**src/inc/serial_status_map.svh**
```systemverilog
/*
  Constants of the serial status block: register offsets, field
  positions, reset values and receiver timing.
  Assumes it is included once per compile unit by its bare name.
*/
`ifndef SERIAL_STATUS_MAP_SVH
`define SERIAL_STATUS_MAP_SVH
// ==========================================================
// Register byte offsets.
`define SS_OFF_STATUS 8'h00
`define SS_OFF_DATA 8'h04
`define SS_OFF_CTRL 8'h08
`define SS_OFF_EVENT 8'h0C
`define SS_OFF_MASK 8'h10
// ==========================================================
// Status and event field positions.
`define SS_TXE_BIT 7
`define SS_TXC_BIT 6
`define SS_RXF_BIT 5
`define SS_IDL_BIT 4
`define SS_OVR_BIT 3
`define SS_NSE_BIT 2
`define SS_STP_BIT 1
`define SS_PAR_BIT 0
// ==========================================================
// Control field positions.
`define SS_CTL_TXEN_BIT 4
`define SS_CTL_BRK_BIT 5
// ==========================================================
// Reset values.
`define SS_STATUS_RST 8'hC0
`define SS_CTRL_RST 6'h00
`define SS_MASK_RST 8'h00
// ==========================================================
// Character time in bit times and data bits per frame.
`define SS_CHAR_BITS_8 4'hA
`define SS_CHAR_BITS_9 4'hB
`define SS_DATA_BITS_8 4'h8
`define SS_DATA_BITS_9 4'h9
// Sample phases within one bit of sixteen ticks.
`define SS_PH_E1 4'h3
`define SS_PH_E2 4'h5
`define SS_PH_E3 4'h7
`define SS_PH_A 4'h8
`define SS_PH_B 4'h9
`define SS_PH_C 4'hA
`define SS_PH_END 4'hF
`endif

```
**src/inc/serial_status_pkg.sv**
```systemverilog
/*
  Types of the serial status block.
  Assumes the constants header is compiled alongside.
*/
package serial_status_pkg;
  // ==========================================================
  // Receiver states, Gray coded along the frame.
  typedef enum logic [1:0] {
    RX_WAIT = 2'b00,
    RX_START = 2'b01,
    RX_DATA = 2'b11,
    RX_STOP = 2'b10
  } rx_state_e;
  // ==========================================================
  // A finished receive frame with its error status.
  typedef struct packed {
    logic [8:0] data;
    logic noise;
    logic stop_err;
    logic par_err;
  } rx_frame_s;
  // Control register layout, bit 0 first from the right.
  typedef struct packed {
    logic send_break;
    logic transmitter_enable;
    logic idle_count_type;
    logic nine_bit;
    logic parity_odd;
    logic parity_enable;
  } ctrl_s;
endpackage : serial_status_pkg

```
**src/rtl/serial_status_flag_logic.sv**
```systemverilog
/*
  Status flag logic of an asynchronous serial port, with a small
  oversampling receiver, an APB register slave and one interrupt.
  Assumes RXD and all strobes are synchronous to CLK, RX_TICK pulses
  sixteen times per bit, and the transmit shifter lives outside.
*/
// Chosen here: the register offsets and the APB slave port.
// Functional notes
// - Buffer-empty flag is set at reset and when the shifter takes the buffer.
// - Buffer-empty clears by status read seeing it set, then data write.
// - Complete flag set at reset and when buffer empty, shifter idle and no preamble or break pending.
// - Complete clears after armed status read, then data write, enable rise, break.
// - Receive-full sets when a character moves into the receive data register.
// - Receive-full clears by status read seeing it set, then data read.
// - Idle flag sets after ten or eleven high bit times following activity.
// - With idle type zero, idle counting starts right after the start bit.
// - With idle type one, idle counting starts only after the stop bit.
// - Idle flag sets once, rearmed only by a new received character.
// - Idle flag clears by status read seeing it set, then data read.
// - Overrun sets when a frame ends while unread; new frame is dropped.
// - Overrun clears by status read seeing it set, then data read.
// - Seven start samples and three per bit; disagreement sets the noise flag.
// - Stop-bit error flag sets with receive-full when stop bit reads low.
// - Parity error flag sets with receive-full on a parity mismatch.
// - Noise, stop and parity flags clear by status read, then data read.
// - The status register is read-only; writes to it do nothing.
`timescale 1ns/10ps
`default_nettype none
`include "serial_status_map.svh"
module serial_status_flag_logic (
  input wire logic CLK,
  input wire logic RESETN,
  input wire logic CE,
  input wire logic PSEL,
  input wire logic PENABLE,
  input wire logic PWRITE,
  input wire logic [7:0] PADDR,
  input wire logic [31:0] PWDATA,
  output logic [31:0] PRDATA,
  output logic PREADY,
  output logic PSLVERR,
  output logic IRQ,
  input wire logic RXD,
  input wire logic RX_TICK,
  input wire logic TX_TAKE,
  input wire logic TX_ACTIVE,
  output logic [8:0] TX_DATA,
  output logic TX_BUF_FULL,
  output logic TX_PREAMBLE_REQ,
  output logic TX_BREAK_REQ
);
  // ==========================================================
  // Helpers.
  function automatic logic maj3(input logic a, input logic b,
                                input logic c);
    maj3 = (a & b) | (a & c) | (b & c);
  endfunction : maj3

  function automatic logic split3(input logic a, input logic b,
                                  input logic c);
    split3 = (a != b) | (b != c);
  endfunction : split3

  function automatic logic hit(input logic [7:0] a,
                               input logic [7:0] off);
    hit = (a == off);
  endfunction : hit

  // ==========================================================
  // Declarations.
  logic [7:0] status_reg;
  logic [7:0] status_next;
  logic tx_full_reg;
  logic [7:0] arm_reg;
  logic [7:0] evt_reg;
  logic [7:0] mask_reg;
  logic [7:0] set_v;
  logic [7:0] clr_v;
  serial_status_pkg::ctrl_s ctrl_reg;
  serial_status_pkg::ctrl_s ctrl_wv;
  serial_status_pkg::rx_state_e rx_state_reg;
  serial_status_pkg::rx_frame_s frame;
  logic [31:0] prdata_reg;
  logic [31:0] rd_mux;
  logic pready_reg;
  logic pslverr_reg;
  logic irq_reg;
  logic [8:0] tx_buf_reg;
  logic preamble_reg;
  logic preamble_next;
  logic [8:0] rx_data_reg;
  logic [8:0] shift_reg;
  logic [3:0] phase_reg;
  logic [3:0] bit_cnt_reg;
  logic [1:0] smp_reg;
  logic noise_reg;
  logic [3:0] idle_cnt_reg;
  logic idle_armed_reg;
  logic acc;
  logic wr;
  logic rd;
  logic mapped;
  logic data_wr;
  logic data_rd;
  logic stat_rd;
  logic ctrl_wr;
  logic te_rise;
  logic brk_wr1;
  logic tick;
  logic bit_now;
  logic bit_noise;
  logic decide;
  logic frame_done;
  logic idle_step;
  logic idle_zero;
  logic idle_hit;
  logic [3:0] char_bits;
  logic [3:0] data_bits;
  logic [8:0] aligned;

  assign PRDATA = prdata_reg;
  assign PREADY = pready_reg;
  assign PSLVERR = pslverr_reg;
  assign IRQ = irq_reg;
  assign TX_DATA = tx_buf_reg;
  assign TX_BUF_FULL = tx_full_reg;
  assign TX_PREAMBLE_REQ = preamble_reg;
  assign TX_BREAK_REQ = ctrl_reg.send_break;

  // ==========================================================
  // APB decode. Side effects land on the completing edge only.
  assign acc = PSEL & PENABLE & pready_reg;
  assign wr = acc & PWRITE;
  assign rd = acc & ~PWRITE;
  assign data_wr = wr & hit(PADDR, `SS_OFF_DATA);
  assign data_rd = rd & hit(PADDR, `SS_OFF_DATA);
  assign stat_rd = rd & hit(PADDR, `SS_OFF_STATUS);
  assign ctrl_wr = wr & hit(PADDR, `SS_OFF_CTRL);
  assign ctrl_wv = serial_status_pkg::ctrl_s'(PWDATA[5:0]);
  assign te_rise = ctrl_wr & ctrl_wv.transmitter_enable
                   & ~ctrl_reg.transmitter_enable;
  assign brk_wr1 = ctrl_wr & ctrl_wv.send_break;
  assign mapped = hit(PADDR, `SS_OFF_STATUS) | hit(PADDR, `SS_OFF_DATA)
                  | hit(PADDR, `SS_OFF_CTRL) | hit(PADDR, `SS_OFF_EVENT)
                  | hit(PADDR, `SS_OFF_MASK);

  always_comb begin
    rd_mux = 32'h0000_0000;
    case (PADDR)
      `SS_OFF_STATUS: rd_mux = {24'h00_0000, status_reg};
      `SS_OFF_DATA: rd_mux = {23'h00_0000, rx_data_reg};
      `SS_OFF_CTRL: rd_mux = {26'h000_0000, ctrl_reg};
      `SS_OFF_EVENT: rd_mux = {24'h00_0000, evt_reg};
      `SS_OFF_MASK: rd_mux = {24'h00_0000, mask_reg};
      default: rd_mux = 32'h0000_0000;
    endcase
  end

  // One wait state: PREADY rises in the second access cycle.
  always_ff @(posedge CLK) begin
    if (!RESETN) begin
      pready_reg <= 1'b0;
      pslverr_reg <= 1'b0;
      prdata_reg <= 32'h0000_0000;
    end else if (CE) begin
      if (PSEL & PENABLE & ~pready_reg) begin
        pready_reg <= 1'b1;
        pslverr_reg <= ~mapped;
        prdata_reg <= PWRITE ? 32'h0000_0000 : rd_mux;
      end else begin
        pready_reg <= 1'b0;
        pslverr_reg <= 1'b0;
      end
    end
  end

  // ==========================================================
  // Control, mask and transmit buffer.
  always_ff @(posedge CLK) begin
    if (!RESETN) begin
      ctrl_reg <= serial_status_pkg::ctrl_s'(`SS_CTRL_RST);
    end else if (CE && ctrl_wr) begin
      ctrl_reg <= ctrl_wv;
    end
  end

  always_ff @(posedge CLK) begin
    if (!RESETN) begin
      mask_reg <= `SS_MASK_RST;
    end else if (CE && wr && hit(PADDR, `SS_OFF_MASK)) begin
      mask_reg <= PWDATA[7:0];
    end
  end

  // The buffer is loaded on every data write; it is only handed to
  // the shifter once the empty flag has been properly cleared.
  always_ff @(posedge CLK) begin
    if (!RESETN) begin
      tx_buf_reg <= 9'h000;
    end else if (CE && data_wr) begin
      tx_buf_reg <= PWDATA[8:0];
    end
  end

  // The preamble stays requested until the shifter reports activity.
  always_comb begin
    preamble_next = preamble_reg;
    if (TX_ACTIVE) begin
      preamble_next = 1'b0;
    end
    if (te_rise) begin
      preamble_next = 1'b1;
    end
  end

  always_ff @(posedge CLK) begin
    if (!RESETN) begin
      preamble_reg <= 1'b0;
    end else if (CE) begin
      preamble_reg <= preamble_next;
    end
  end

  // ==========================================================
  // Receiver: sixteen ticks per bit.
  assign tick = RX_TICK;
  assign char_bits = ctrl_reg.nine_bit ? `SS_CHAR_BITS_9
                                       : `SS_CHAR_BITS_8;
  assign data_bits = ctrl_reg.nine_bit ? `SS_DATA_BITS_9
                                       : `SS_DATA_BITS_8;
  assign bit_now = maj3(smp_reg[0], smp_reg[1], RXD);
  assign bit_noise = split3(smp_reg[0], smp_reg[1], RXD);
  assign decide = tick & (phase_reg == `SS_PH_C);
  assign frame_done = decide & (rx_state_reg == serial_status_pkg::RX_STOP);
  assign aligned = ctrl_reg.nine_bit ? shift_reg
                                     : {1'b0, shift_reg[8:1]};

  always_ff @(posedge CLK) begin
    if (!RESETN) begin
      rx_state_reg <= serial_status_pkg::RX_WAIT;
      phase_reg <= 4'h0;
      bit_cnt_reg <= 4'h0;
    end else if (CE && tick) begin
      phase_reg <= phase_reg + 4'h1;
      case (rx_state_reg)
        serial_status_pkg::RX_WAIT: begin
          if (!RXD) begin
            rx_state_reg <= serial_status_pkg::RX_START;
            phase_reg <= 4'h1;
          end
        end
        serial_status_pkg::RX_START: begin
          if (decide && bit_now) begin
            rx_state_reg <= serial_status_pkg::RX_WAIT;
          end else if (phase_reg == `SS_PH_END) begin
            rx_state_reg <= serial_status_pkg::RX_DATA;
            bit_cnt_reg <= 4'h0;
          end
        end
        serial_status_pkg::RX_DATA: begin
          if (phase_reg == `SS_PH_END) begin
            if (bit_cnt_reg == data_bits - 4'h1) begin
              rx_state_reg <= serial_status_pkg::RX_STOP;
            end
            bit_cnt_reg <= bit_cnt_reg + 4'h1;
          end
        end
        serial_status_pkg::RX_STOP: begin
          if (decide) begin
            rx_state_reg <= serial_status_pkg::RX_WAIT;
          end
        end
        default: rx_state_reg <= serial_status_pkg::RX_WAIT;
      endcase
    end
  end

  // Early start samples only feed the noise verdict, not the bit.
  always_ff @(posedge CLK) begin
    if (!RESETN) begin
      smp_reg <= 2'b11;
      noise_reg <= 1'b0;
      shift_reg <= 9'h000;
    end else if (CE && tick) begin
      if (rx_state_reg == serial_status_pkg::RX_WAIT) begin
        noise_reg <= 1'b0;
      end
      if (rx_state_reg == serial_status_pkg::RX_START
          && (phase_reg == `SS_PH_E1 || phase_reg == `SS_PH_E2
              || phase_reg == `SS_PH_E3) && RXD) begin
        noise_reg <= 1'b1;
      end
      if (phase_reg == `SS_PH_A) begin
        smp_reg[0] <= RXD;
      end
      if (phase_reg == `SS_PH_B) begin
        smp_reg[1] <= RXD;
      end
      if (decide && rx_state_reg != serial_status_pkg::RX_WAIT
          && bit_noise) begin
        noise_reg <= 1'b1;
      end
      if (decide && rx_state_reg == serial_status_pkg::RX_DATA) begin
        shift_reg <= {bit_now, shift_reg[8:1]};
      end
    end
  end

  always_comb begin
    frame.data = aligned;
    frame.noise = noise_reg | bit_noise;
    frame.stop_err = ~bit_now;
    frame.par_err = ctrl_reg.parity_enable
                    & ((^aligned) ^ ctrl_reg.parity_odd);
  end

  // A frame ending while the old one is unread is thrown away.
  always_ff @(posedge CLK) begin
    if (!RESETN) begin
      rx_data_reg <= 9'h000;
    end else if (CE && frame_done && !status_reg[`SS_RXF_BIT]) begin
      rx_data_reg <= frame.data;
    end
  end

  // ==========================================================
  // Idle line detection.
  always_comb begin
    idle_step = 1'b0;
    idle_zero = 1'b0;
    if (tick) begin
      case (rx_state_reg)
        serial_status_pkg::RX_WAIT: begin
          idle_zero = ~RXD;
          idle_step = RXD & (phase_reg == `SS_PH_END);
        end
        serial_status_pkg::RX_START: idle_zero = 1'b1;
        serial_status_pkg::RX_DATA,
        serial_status_pkg::RX_STOP: begin
          if (ctrl_reg.idle_count_type) begin
            idle_zero = 1'b1;
          end else if (decide) begin
            idle_step = bit_now;
            idle_zero = ~bit_now;
          end
        end
        default: idle_zero = 1'b1;
      endcase
    end
  end

  assign idle_hit = idle_step & idle_armed_reg
                    & (idle_cnt_reg + 4'h1 >= char_bits);

  always_ff @(posedge CLK) begin
    if (!RESETN) begin
      idle_cnt_reg <= 4'h0;
    end else if (CE) begin
      if (idle_zero) begin
        idle_cnt_reg <= 4'h0;
      end else if (idle_step && idle_cnt_reg < char_bits) begin
        idle_cnt_reg <= idle_cnt_reg + 4'h1;
      end
    end
  end

  // A long idle line reports once; a new character rearms it.
  always_ff @(posedge CLK) begin
    if (!RESETN) begin
      idle_armed_reg <= 1'b0;
    end else if (CE) begin
      if (set_v[`SS_RXF_BIT]) begin
        idle_armed_reg <= 1'b1;
      end else if (idle_hit) begin
        idle_armed_reg <= 1'b0;
      end
    end
  end

  // ==========================================================
  // Status flags. Set always wins over the access-sequence clear.
  always_comb begin
    set_v = 8'h00;
    clr_v = 8'h00;
    set_v[`SS_TXE_BIT] = TX_TAKE & ~status_reg[`SS_TXE_BIT];
    set_v[`SS_RXF_BIT] = frame_done & ~status_reg[`SS_RXF_BIT];
    set_v[`SS_OVR_BIT] = frame_done & status_reg[`SS_RXF_BIT];
    set_v[`SS_NSE_BIT] = set_v[`SS_RXF_BIT] & frame.noise;
    set_v[`SS_STP_BIT] = set_v[`SS_RXF_BIT] & frame.stop_err;
    set_v[`SS_PAR_BIT] = set_v[`SS_RXF_BIT] & frame.par_err;
    set_v[`SS_IDL_BIT] = idle_hit;
    clr_v[`SS_TXE_BIT] = data_wr & arm_reg[`SS_TXE_BIT];
    clr_v[`SS_TXC_BIT] = arm_reg[`SS_TXC_BIT]
                         & (data_wr | te_rise | brk_wr1);
    clr_v[5:0] = {6{data_rd}} & arm_reg[5:0];
    status_next = (status_reg & ~clr_v) | set_v;
    // Judged on the state after this edge so that queuing work clears it.
    set_v[`SS_TXC_BIT] = status_next[`SS_TXE_BIT] & ~TX_ACTIVE
                         & ~preamble_next
                         & ~(brk_wr1 | (ctrl_reg.send_break & ~ctrl_wr));
    status_next[`SS_TXC_BIT] = status_next[`SS_TXC_BIT]
                               | set_v[`SS_TXC_BIT];
  end

  // Writes to the status offset reach nothing here.
  always_ff @(posedge CLK) begin
    if (!RESETN) begin
      status_reg <= `SS_STATUS_RST;
      tx_full_reg <= 1'b0;
    end else if (CE) begin
      status_reg <= status_next;
      tx_full_reg <= ~status_next[`SS_TXE_BIT];
    end
  end

  // Arming uses the value software actually got back on PRDATA.
  always_ff @(posedge CLK) begin
    if (!RESETN) begin
      arm_reg <= 8'h00;
    end else if (CE) begin
      if (stat_rd) begin
        arm_reg <= prdata_reg[7:0];
      end else begin
        if (data_wr) begin
          arm_reg[`SS_TXE_BIT] <= 1'b0;
        end
        if (data_wr || te_rise || brk_wr1) begin
          arm_reg[`SS_TXC_BIT] <= 1'b0;
        end
        if (data_rd) begin
          arm_reg[5:0] <= 6'h00;
        end
      end
    end
  end

  // ==========================================================
  // Interrupt events: sticky, write one to clear, set wins.
  always_ff @(posedge CLK) begin
    if (!RESETN) begin
      evt_reg <= 8'h00;
    end else if (CE) begin
      if (wr && hit(PADDR, `SS_OFF_EVENT)) begin
        evt_reg <= (evt_reg & ~PWDATA[7:0]) | (set_v & ~status_reg);
      end else begin
        evt_reg <= evt_reg | (set_v & ~status_reg);
      end
    end
  end

  always_ff @(posedge CLK) begin
    if (!RESETN) begin
      irq_reg <= 1'b0;
    end else if (CE) begin
      irq_reg <= |(evt_reg & mask_reg);
    end
  end
endmodule : serial_status_flag_logic
`default_nettype wire

```
**config.mk**
```make
export PLATFORM = sky130hd
export DESIGN_NAME = serial_status_flag_logic
export DESIGN_NICKNAME = d
export VERILOG_FILES = /design/src/inc/serial_status_pkg.sv /design/src/rtl/serial_status_flag_logic.sv
export VERILOG_INCLUDE_DIRS = /design/src /design/src/inc
export SDC_FILE = /design/constraint.sdc
export NUM_CORES = 1
export LEC_CHECK = 0
export ABC_CLOCK_PERIOD_IN_PS = 2300
export BUFFER_PORTS_ARGS = -buffer_cell sky130_fd_sc_hd__buf_2
export CAP_MARGIN = 20
export CORE_AREA = 2 2 107 109
export CTS_CLUSTER_DIAMETER = 50
export DETAILED_ROUTE_END_ITERATION = 10
export DIE_AREA = 0 0 109 111
export PLACE_DENSITY = 0.68
export SYNTH_ARGS = -nofsm -noshare
export SYNTH_HDL_FRONTEND = slang
export SYNTH_SLANG_ARGS = --single-unit
```
**constraint.sdc**
```tcl
create_clock -name CLK -period 2.3 [get_ports CLK]
set_clock_uncertainty 0.05 [all_clocks]
set_input_delay 0.23 -clock CLK [delete_from_list [all_inputs] [get_ports CLK]]
set_output_delay 0.23 -clock CLK [all_outputs]
set_load 0.01 [all_outputs]
```
==> results.json, run 1 <==
{
  "outcome": "finished, final reports clean",
  "gp_congestion": 0.835,
  "die-area_mm2": 0.0121,
  "die_w_um": 109,
  "grt_max_degree": 56,
  "first_pass_iters": 5,
  "cts_max_path_buffers": 2,
  "ant_nets": 0,
  "fin_util": 0.513,
  "wl_mm": 12.0,
  "port_buffers": 50,
  "ys_seq_area_frac": 0.387,
  "drtIter0Drc": 346,
  "synthDistinctLibCells": 61,
  "fin_nets": 659,
  "viasPerCell": 5.51,
  "worstHoldPathType": "in -> reg",
  "dpl.cell_count": 731,
  "rsz0062_at_grt": "no",
  "yosysWarnings": 0,
  "synth_edf_count": 0,
  "total_power_mw": 3.38,
  "n_antenna_cell": 0,
  "die_height_um": 111,
  "synthArstFlopShare": 0,
  "drive_above_1_share": 0.166,
  "hold-worst-slack_ns": 0.0973,
  "dp_hpwl_mm": 8.82,
  "wl_per_cell_um": 16.0,
  "min_path_cells": 3,
  "core_area_mm2": 0.0111,
  "worstSetupEndpointType": "flop",
  "relSlewSlack": 0.648,
  "synth.most_common_cell": "dfxtp_1",
  "post-place-ws_ns": 0.188,
  "max_freq_mhz": 478,
  "antenna_found_initial": 0,
  "clock_latency_ns": 0.34,
  "grt_pass1_vias": 3923,
  "synth_ff_type": "dfxtp_1",
  "grt_pass1_wl_mm": 19.5,
  "syn_inst": 551,
  "required_ns": 2.54,
  "path_clk_slew_ns": 0.06,
  "syn_area_per_cell_um2": 9.12,
  "drc": 0,
  "cts_setup_buffers": 0,
  "final_cells": 747,
  "layout_min_cycle_time_ns": 2.09,
  "cts_tree": "yes",
  "cts_sinks": 97,
  "dpl_cell_area_mm2": 0.00538,
  "endpoint": "evt_reg[4]",
  "track_usage": 0.205,
  "rrSetupSlack_ns": 0.21,
  "synth_top_cell_by_area": "dfxtp_1",
  "arrival_ns": 2.33,
  "placement_rows": 39,
  "cp-start-kind": "flop",
  "synth-seq-cells": 97,
  "setup_tns_ns": 0,
  "crit_type": "reg -> reg",
  "area_growth_pct": 13.2,
  "finalWorstSetupSlack_ns": 0.207,
  "r2r-end": "evt_reg[4]",
  "cts-root-buf": "clkbuf_16",
  "syn_area_mm2": 0.00502,
  "numCtsBuffers": 9,
  "powerDensity_mw_per_mm2": 595,
  "grt-ovfl-total": 0,
  "power.leakage_nw": 2.41,
  "ctsHtreeMaxLevel": 3,
  "ir_drop_mv": 0.323,
  "worst_pin_slew_ns": 0.524,
  "synthTopCellsByArea": "dfxtp_1 (39%), mux2i_1 (9.6%), nor2b_1 (4.7%), buf_4 (3.4%), nand2_1 (3.1%)",
  "setup_viol": 0,
  "io_pins": 97,
  "fill_cells": 1009,
  "final-hold-violation-count": 0,
  "synthTopCellsByCount": "dfxtp_1 (97), mux2i_1 (48), nand2_1 (41), nor2b_1 (38), clkbuf_1 (24)",
  "r2r_start": "phase_reg[0]",
  "synth_top_area_frac": 0.387,
  "start_util": 0.454,
  "startpoint": "phase_reg[0]",
  "finalCritPeriodShare": 0.910,
  "cp_max_fo": 6,
  "final_max_slew_viol_count": 0,
  "cap_violations": 0,
  "r2r_cells": 7,
  "vias": 4117,
  "fin_area_mm2": 0.00569
}
## final cells by class
type | instances | area, µm² | share of cell area
multi-input combinational | 408 | 2810 | 0.495
sequential | 97 | 1940 | 0.342
timing repair buffer | 70 | 400 | 0.0704
clock buffer | 13 | 280 | 0.0493
tap | 143 | 179 | 0.0315
inverter | 13 | 48.8 | 0.00858
clock inverter | 3 | 22.5 | 0.00396
## logic make-up (layout without fill, tap and decap cells)
group                    Yosys count  in the layout  share of synthesized area
adder cells (fa/ha/maj)           10             10                     0.0249
AO/OA/AOI/OAI                    132            132                      0.192
buffers and inverters             68             99                     0.0705
multiplexers                      50             50                      0.100
flip-flops                        97             97                      0.387
AND/OR/NAND/NOR                  181            181                      0.202
XOR/XNOR                          12             12                     0.0237
other                              1             23                   0.000746
## worst min path at each step
stage,from,endpoint,slack (ns)
finish,PWDATA[8],TX_DATA[8],0.1
global route,PWDATA[3],ctrl_reg[3],0.12
detailed placement,TX_BUF_FULL,TX_BUF_FULL,0.42
CTS,PWDATA[8],TX_DATA[8],0.1
floorplan,PWDATA[5],TX_BREAK_REQ,0.31
global placement,PRDATA[7],arm_reg[7],0.42
## report_power, final
group          internal, mW  switching [mW]  leakage, nW
sequential             1.69         0.00808        0.782
clock                 0.854           0.643        0.152
combinational        0.0704           0.121         1.47
total                  2.61           0.772         2.41
## critical path, cell delays in order (launching register included)
cell	delay (ns)
dfxtp_1	0.35
inv_1	0.09
ha_1	0.22
and4b_2	0.31
nand4_1	0.14
a211oi_1	0.52
nor2b_1	0.22
o21a_1	0.13
## routing by layer
metal / up-vias / wire (µm) / global-route usage / part of all wire
met5: - / 0 / 0 / 0
met1: 1930 / 5410 / 0.259 / 0.45
met2: 132 / 5620 / 0.330 / 0.47
met3: 22 / 569 / 0.0400 / 0.047
met4: 0 / 380 / 0.103 / 0.032
li1: 2033 / - / - / -
## cells in the final DEF, fill, tap and decap left out, types with 7 or more instances in the layout
| cell | count |
|---|---|
| dfxtp_1 | 97 |
| buf_2 | 50 |
| mux2i_1 | 48 |
| nand2_1 | 41 |
| nor2b_1 | 38 |
| conb_1 | 23 |
| nand3_1 | 21 |
| buf_4 | 20 |
| o21ai_0 | 19 |
| nor2_1 | 16 |
| a21boi_1 | 14 |
| a21boi_0 | 14 |
| inv_1 | 13 |
| o211a_1 | 11 |
| nor3_1 | 10 |
| ha_1 | 10 |
| a22oi_1 | 9 |
| or3_1 | 9 |
| nand4_1 | 9 |
| o21a_1 | 9 |
| clkbuf_16 | 9 |
| and2_1 | 8 |
| a21oi_1 | 8 |
| o22ai_1 | 7 |
## timing repair
item / 4_1_cts / 5_1_grt
endpoints found under the setup margin: 0 / 1
gates resized for setup: 0 / 2
endpoints found under the hold margin: 0 / 0
hold buffers: 0 / 0
(Power assumes the default switching activity.)
==> run 2, diff against run 1 <==
--- a/config.mk
+++ b/config.mk
@@ -9,11 +9,11 @@
 export ABC_CLOCK_PERIOD_IN_PS = 2300
 export BUFFER_PORTS_ARGS = -buffer_cell sky130_fd_sc_hd__buf_2
 export CAP_MARGIN = 20
-export CORE_AREA = 2 2 107 109
+export CORE_AREA = 2 2 100 102
 export CTS_CLUSTER_DIAMETER = 50
 export DETAILED_ROUTE_END_ITERATION = 10
-export DIE_AREA = 0 0 109 111
-export PLACE_DENSITY = 0.68
+export DIE_AREA = 0 0 102 104
+export PLACE_DENSITY = 0.77
 export SYNTH_ARGS = -nofsm -noshare
 export SYNTH_HDL_FRONTEND = slang
 export SYNTH_SLANG_ARGS = --single-unit
==> run 2 against run 1 <==
Net effect: routed wire length down 3.6%; highest routed layer unchanged; critical endpoint is now idle_cnt_reg[3]; die area down 12%; setup slack worse by 0.013 ns; first-iteration DRC count down 40%; combinational power about the same; register-to-register slack about the same.
==> results.json, run 2 (synthesized netlist as in run 1, its figures left out) <==
{
  "rsz0062_at_grt": "no",
  "die-area_mm2": 0.0106,
  "fin_util": 0.579,
  "die_w_um": 102,
  "finalWorstSetupSlack_ns": 0.194,
  "setup_tns_ns": 0,
  "dp_hpwl_mm": 8.54,
  "cts_tree": "yes",
  "p_sw_mw": 0.720,
  "mostFrequentLayoutCells": "dfxtp_1 (97), buf_2 (50), mux2i_1 (48)",
  "drtIter0Drc": 207,
  "path_clk_slew_ns": 0.09,
  "pwr-share-clk": 0.373,
  "required_ns": 2.55,
  "numCtsBuffers": 9,
  "worstHoldPathType": "in -> reg",
  "final_max_slew_viol_count": 0,
  "r2r_cells": 7,
  "setup_viol": 0,
  "core_area_mm2": 0.00955,
  "max_freq_mhz": 475,
  "grt_pass1_wl_mm": 18.9,
  "grt_pass1_vias": 3836,
  "total_power_mw": 3.00,
  "cp-start-kind": "flop",
  "worst_pin_slew_ns": 0.585,
  "final_common_cell": "dfxtp_1",
  "worstSetupEndpointType": "flop",
  "final-hold-violation-count": 0,
  "ir_drop_mv": 0.258,
  "cp_max_fo": 7,
  "gp_congestion": 0.899,
  "powerDensity_mw_per_mm2": 542,
  "cts_sinks": 97,
  "min_path_cells": 3,
  "antenna_found_initial": 0,
  "cts_max_path_buffers": 2,
  "start_util": 0.526,
  "cts-root-buf": "clkbuf_8",
  "fin_nets": 655,
  "p_comb_frac": 0.064,
  "ctsHtreeMaxLevel": 3,
  "placement_rows": 36,
  "grt-ovfl-total": 0,
  "ctsHoldBuffers": 0,
  "cap_violations": 0,
  "track_usage": 0.224,
  "relSlewSlack": 0.607,
  "drive_above_1_share": 0.155,
  "power.internal_mw": 2.28,
  "drc": 0,
  "grt_max_degree": 42,
  "crit_type": "reg -> reg",
  "first_pass_iters": 4,
  "clock_latency_ns": 0.37,
  "power.leakage_nw": 2.33,
  "dpl.cell_count": 717,
  "port_buffers": 50,
  "finalCritPeriodShare": 0.916,
  "final_cells": 732,
  "p_sw_frac": 0.240,
  "p_seq_frac": 0.564,
  "outcome": "finished, final reports clean",
  "vias": 4191,
  "io_pins": 97,
  "wl_mm": 11.5,
  "layout_min_cycle_time_ns": 2.11,
  "wl_per_cell_um": 15.8,
  "viasPerCell": 5.73,
  "arrival_ns": 2.36,
  "ctsResizeCount": 0,
  "area_growth_pct": 10.1,
  "post-place-ws_ns": 0.175,
  "die_height_um": 104,
  "ant_nets": 0,
  "fill_cells": 828,
  "cts_setup_buffers": 0,
  "n_antenna_cell": 0
}
==> run 2: changes by cell type in the layout (fill, tap and decap cells not counted), sizes merged <==
cell,delta
buf,-4
bufinv,+1
clkbuf,-3
clkinvlp,+1
==> run 2: final cells by class <==
cell class | count | area [µm²] | share of cell area
timing repair buffer | 66 | 370 | 0.0670
sequential | 97 | 1940 | 0.351
multi-input combinational | 408 | 2810 | 0.508
inverter | 13 | 48.8 | 0.00882
clock buffer | 10 | 138 | 0.0249
tap | 133 | 166 | 0.0301
clock inverter | 5 | 56.3 | 0.0102
==> run 2: path summary, 6_finish.rpt <==
kind | start | endpoint | slack [ns]
setup / recovery | phase_reg[0] | idle_cnt_reg[3] | 0.19
hold / removal | PWDATA[8] | TX_DATA[8] | 0.09
setup reg to reg | phase_reg[0] | idle_cnt_reg[3] | 0.19
hold reg to reg | PRDATA[7] | arm_reg[7] | 0.43
==> run 2: routing by layer <==
layer	routed length [µm]	vias up	track usage	part of all wire
li1	-	2020	-	-
met1	5170	2009	0.293	0.45
met2	5470	133	0.359	0.47
met3	565	29	0.0370	0.049
met4	347	0	0.100	0.030
met5	0	-	0	0
==> run 2: worst max-delay path, cell delays in order, from the launching register on <==
cell and delay, ns:
dfxtp_1 0.37, inv_1 0.10, ha_1 0.22, and4b_1 0.32, nand4_1 0.15, a22o_1 0.34, or3_1 0.36, a21boi_1 0.13
==> run 2: power by group through the flow <==
stage	combinational (mW)	sequential, mW	clock, mW
2_1_floorplan	0.150	1.73	0
3_3_place_gp	0.185	1.73	0
3_5_place_dp	0.188	1.73	0
4_1_cts	0.189	1.69	1.13
5_1_grt	0.211	1.69	1.19
6_report	0.191	1.69	1.12
==> run 2: stage by stage <==
stage / cell area [µm²] / hold slack, ns
floorplan: 5110 / 0.315
global placement: 5340 / 0.417
detailed placement: 5340 / 0.425
CTS: 5530 / 0.0857
global route: 5530 / 0.0800
finish: 5530 / 0.0874
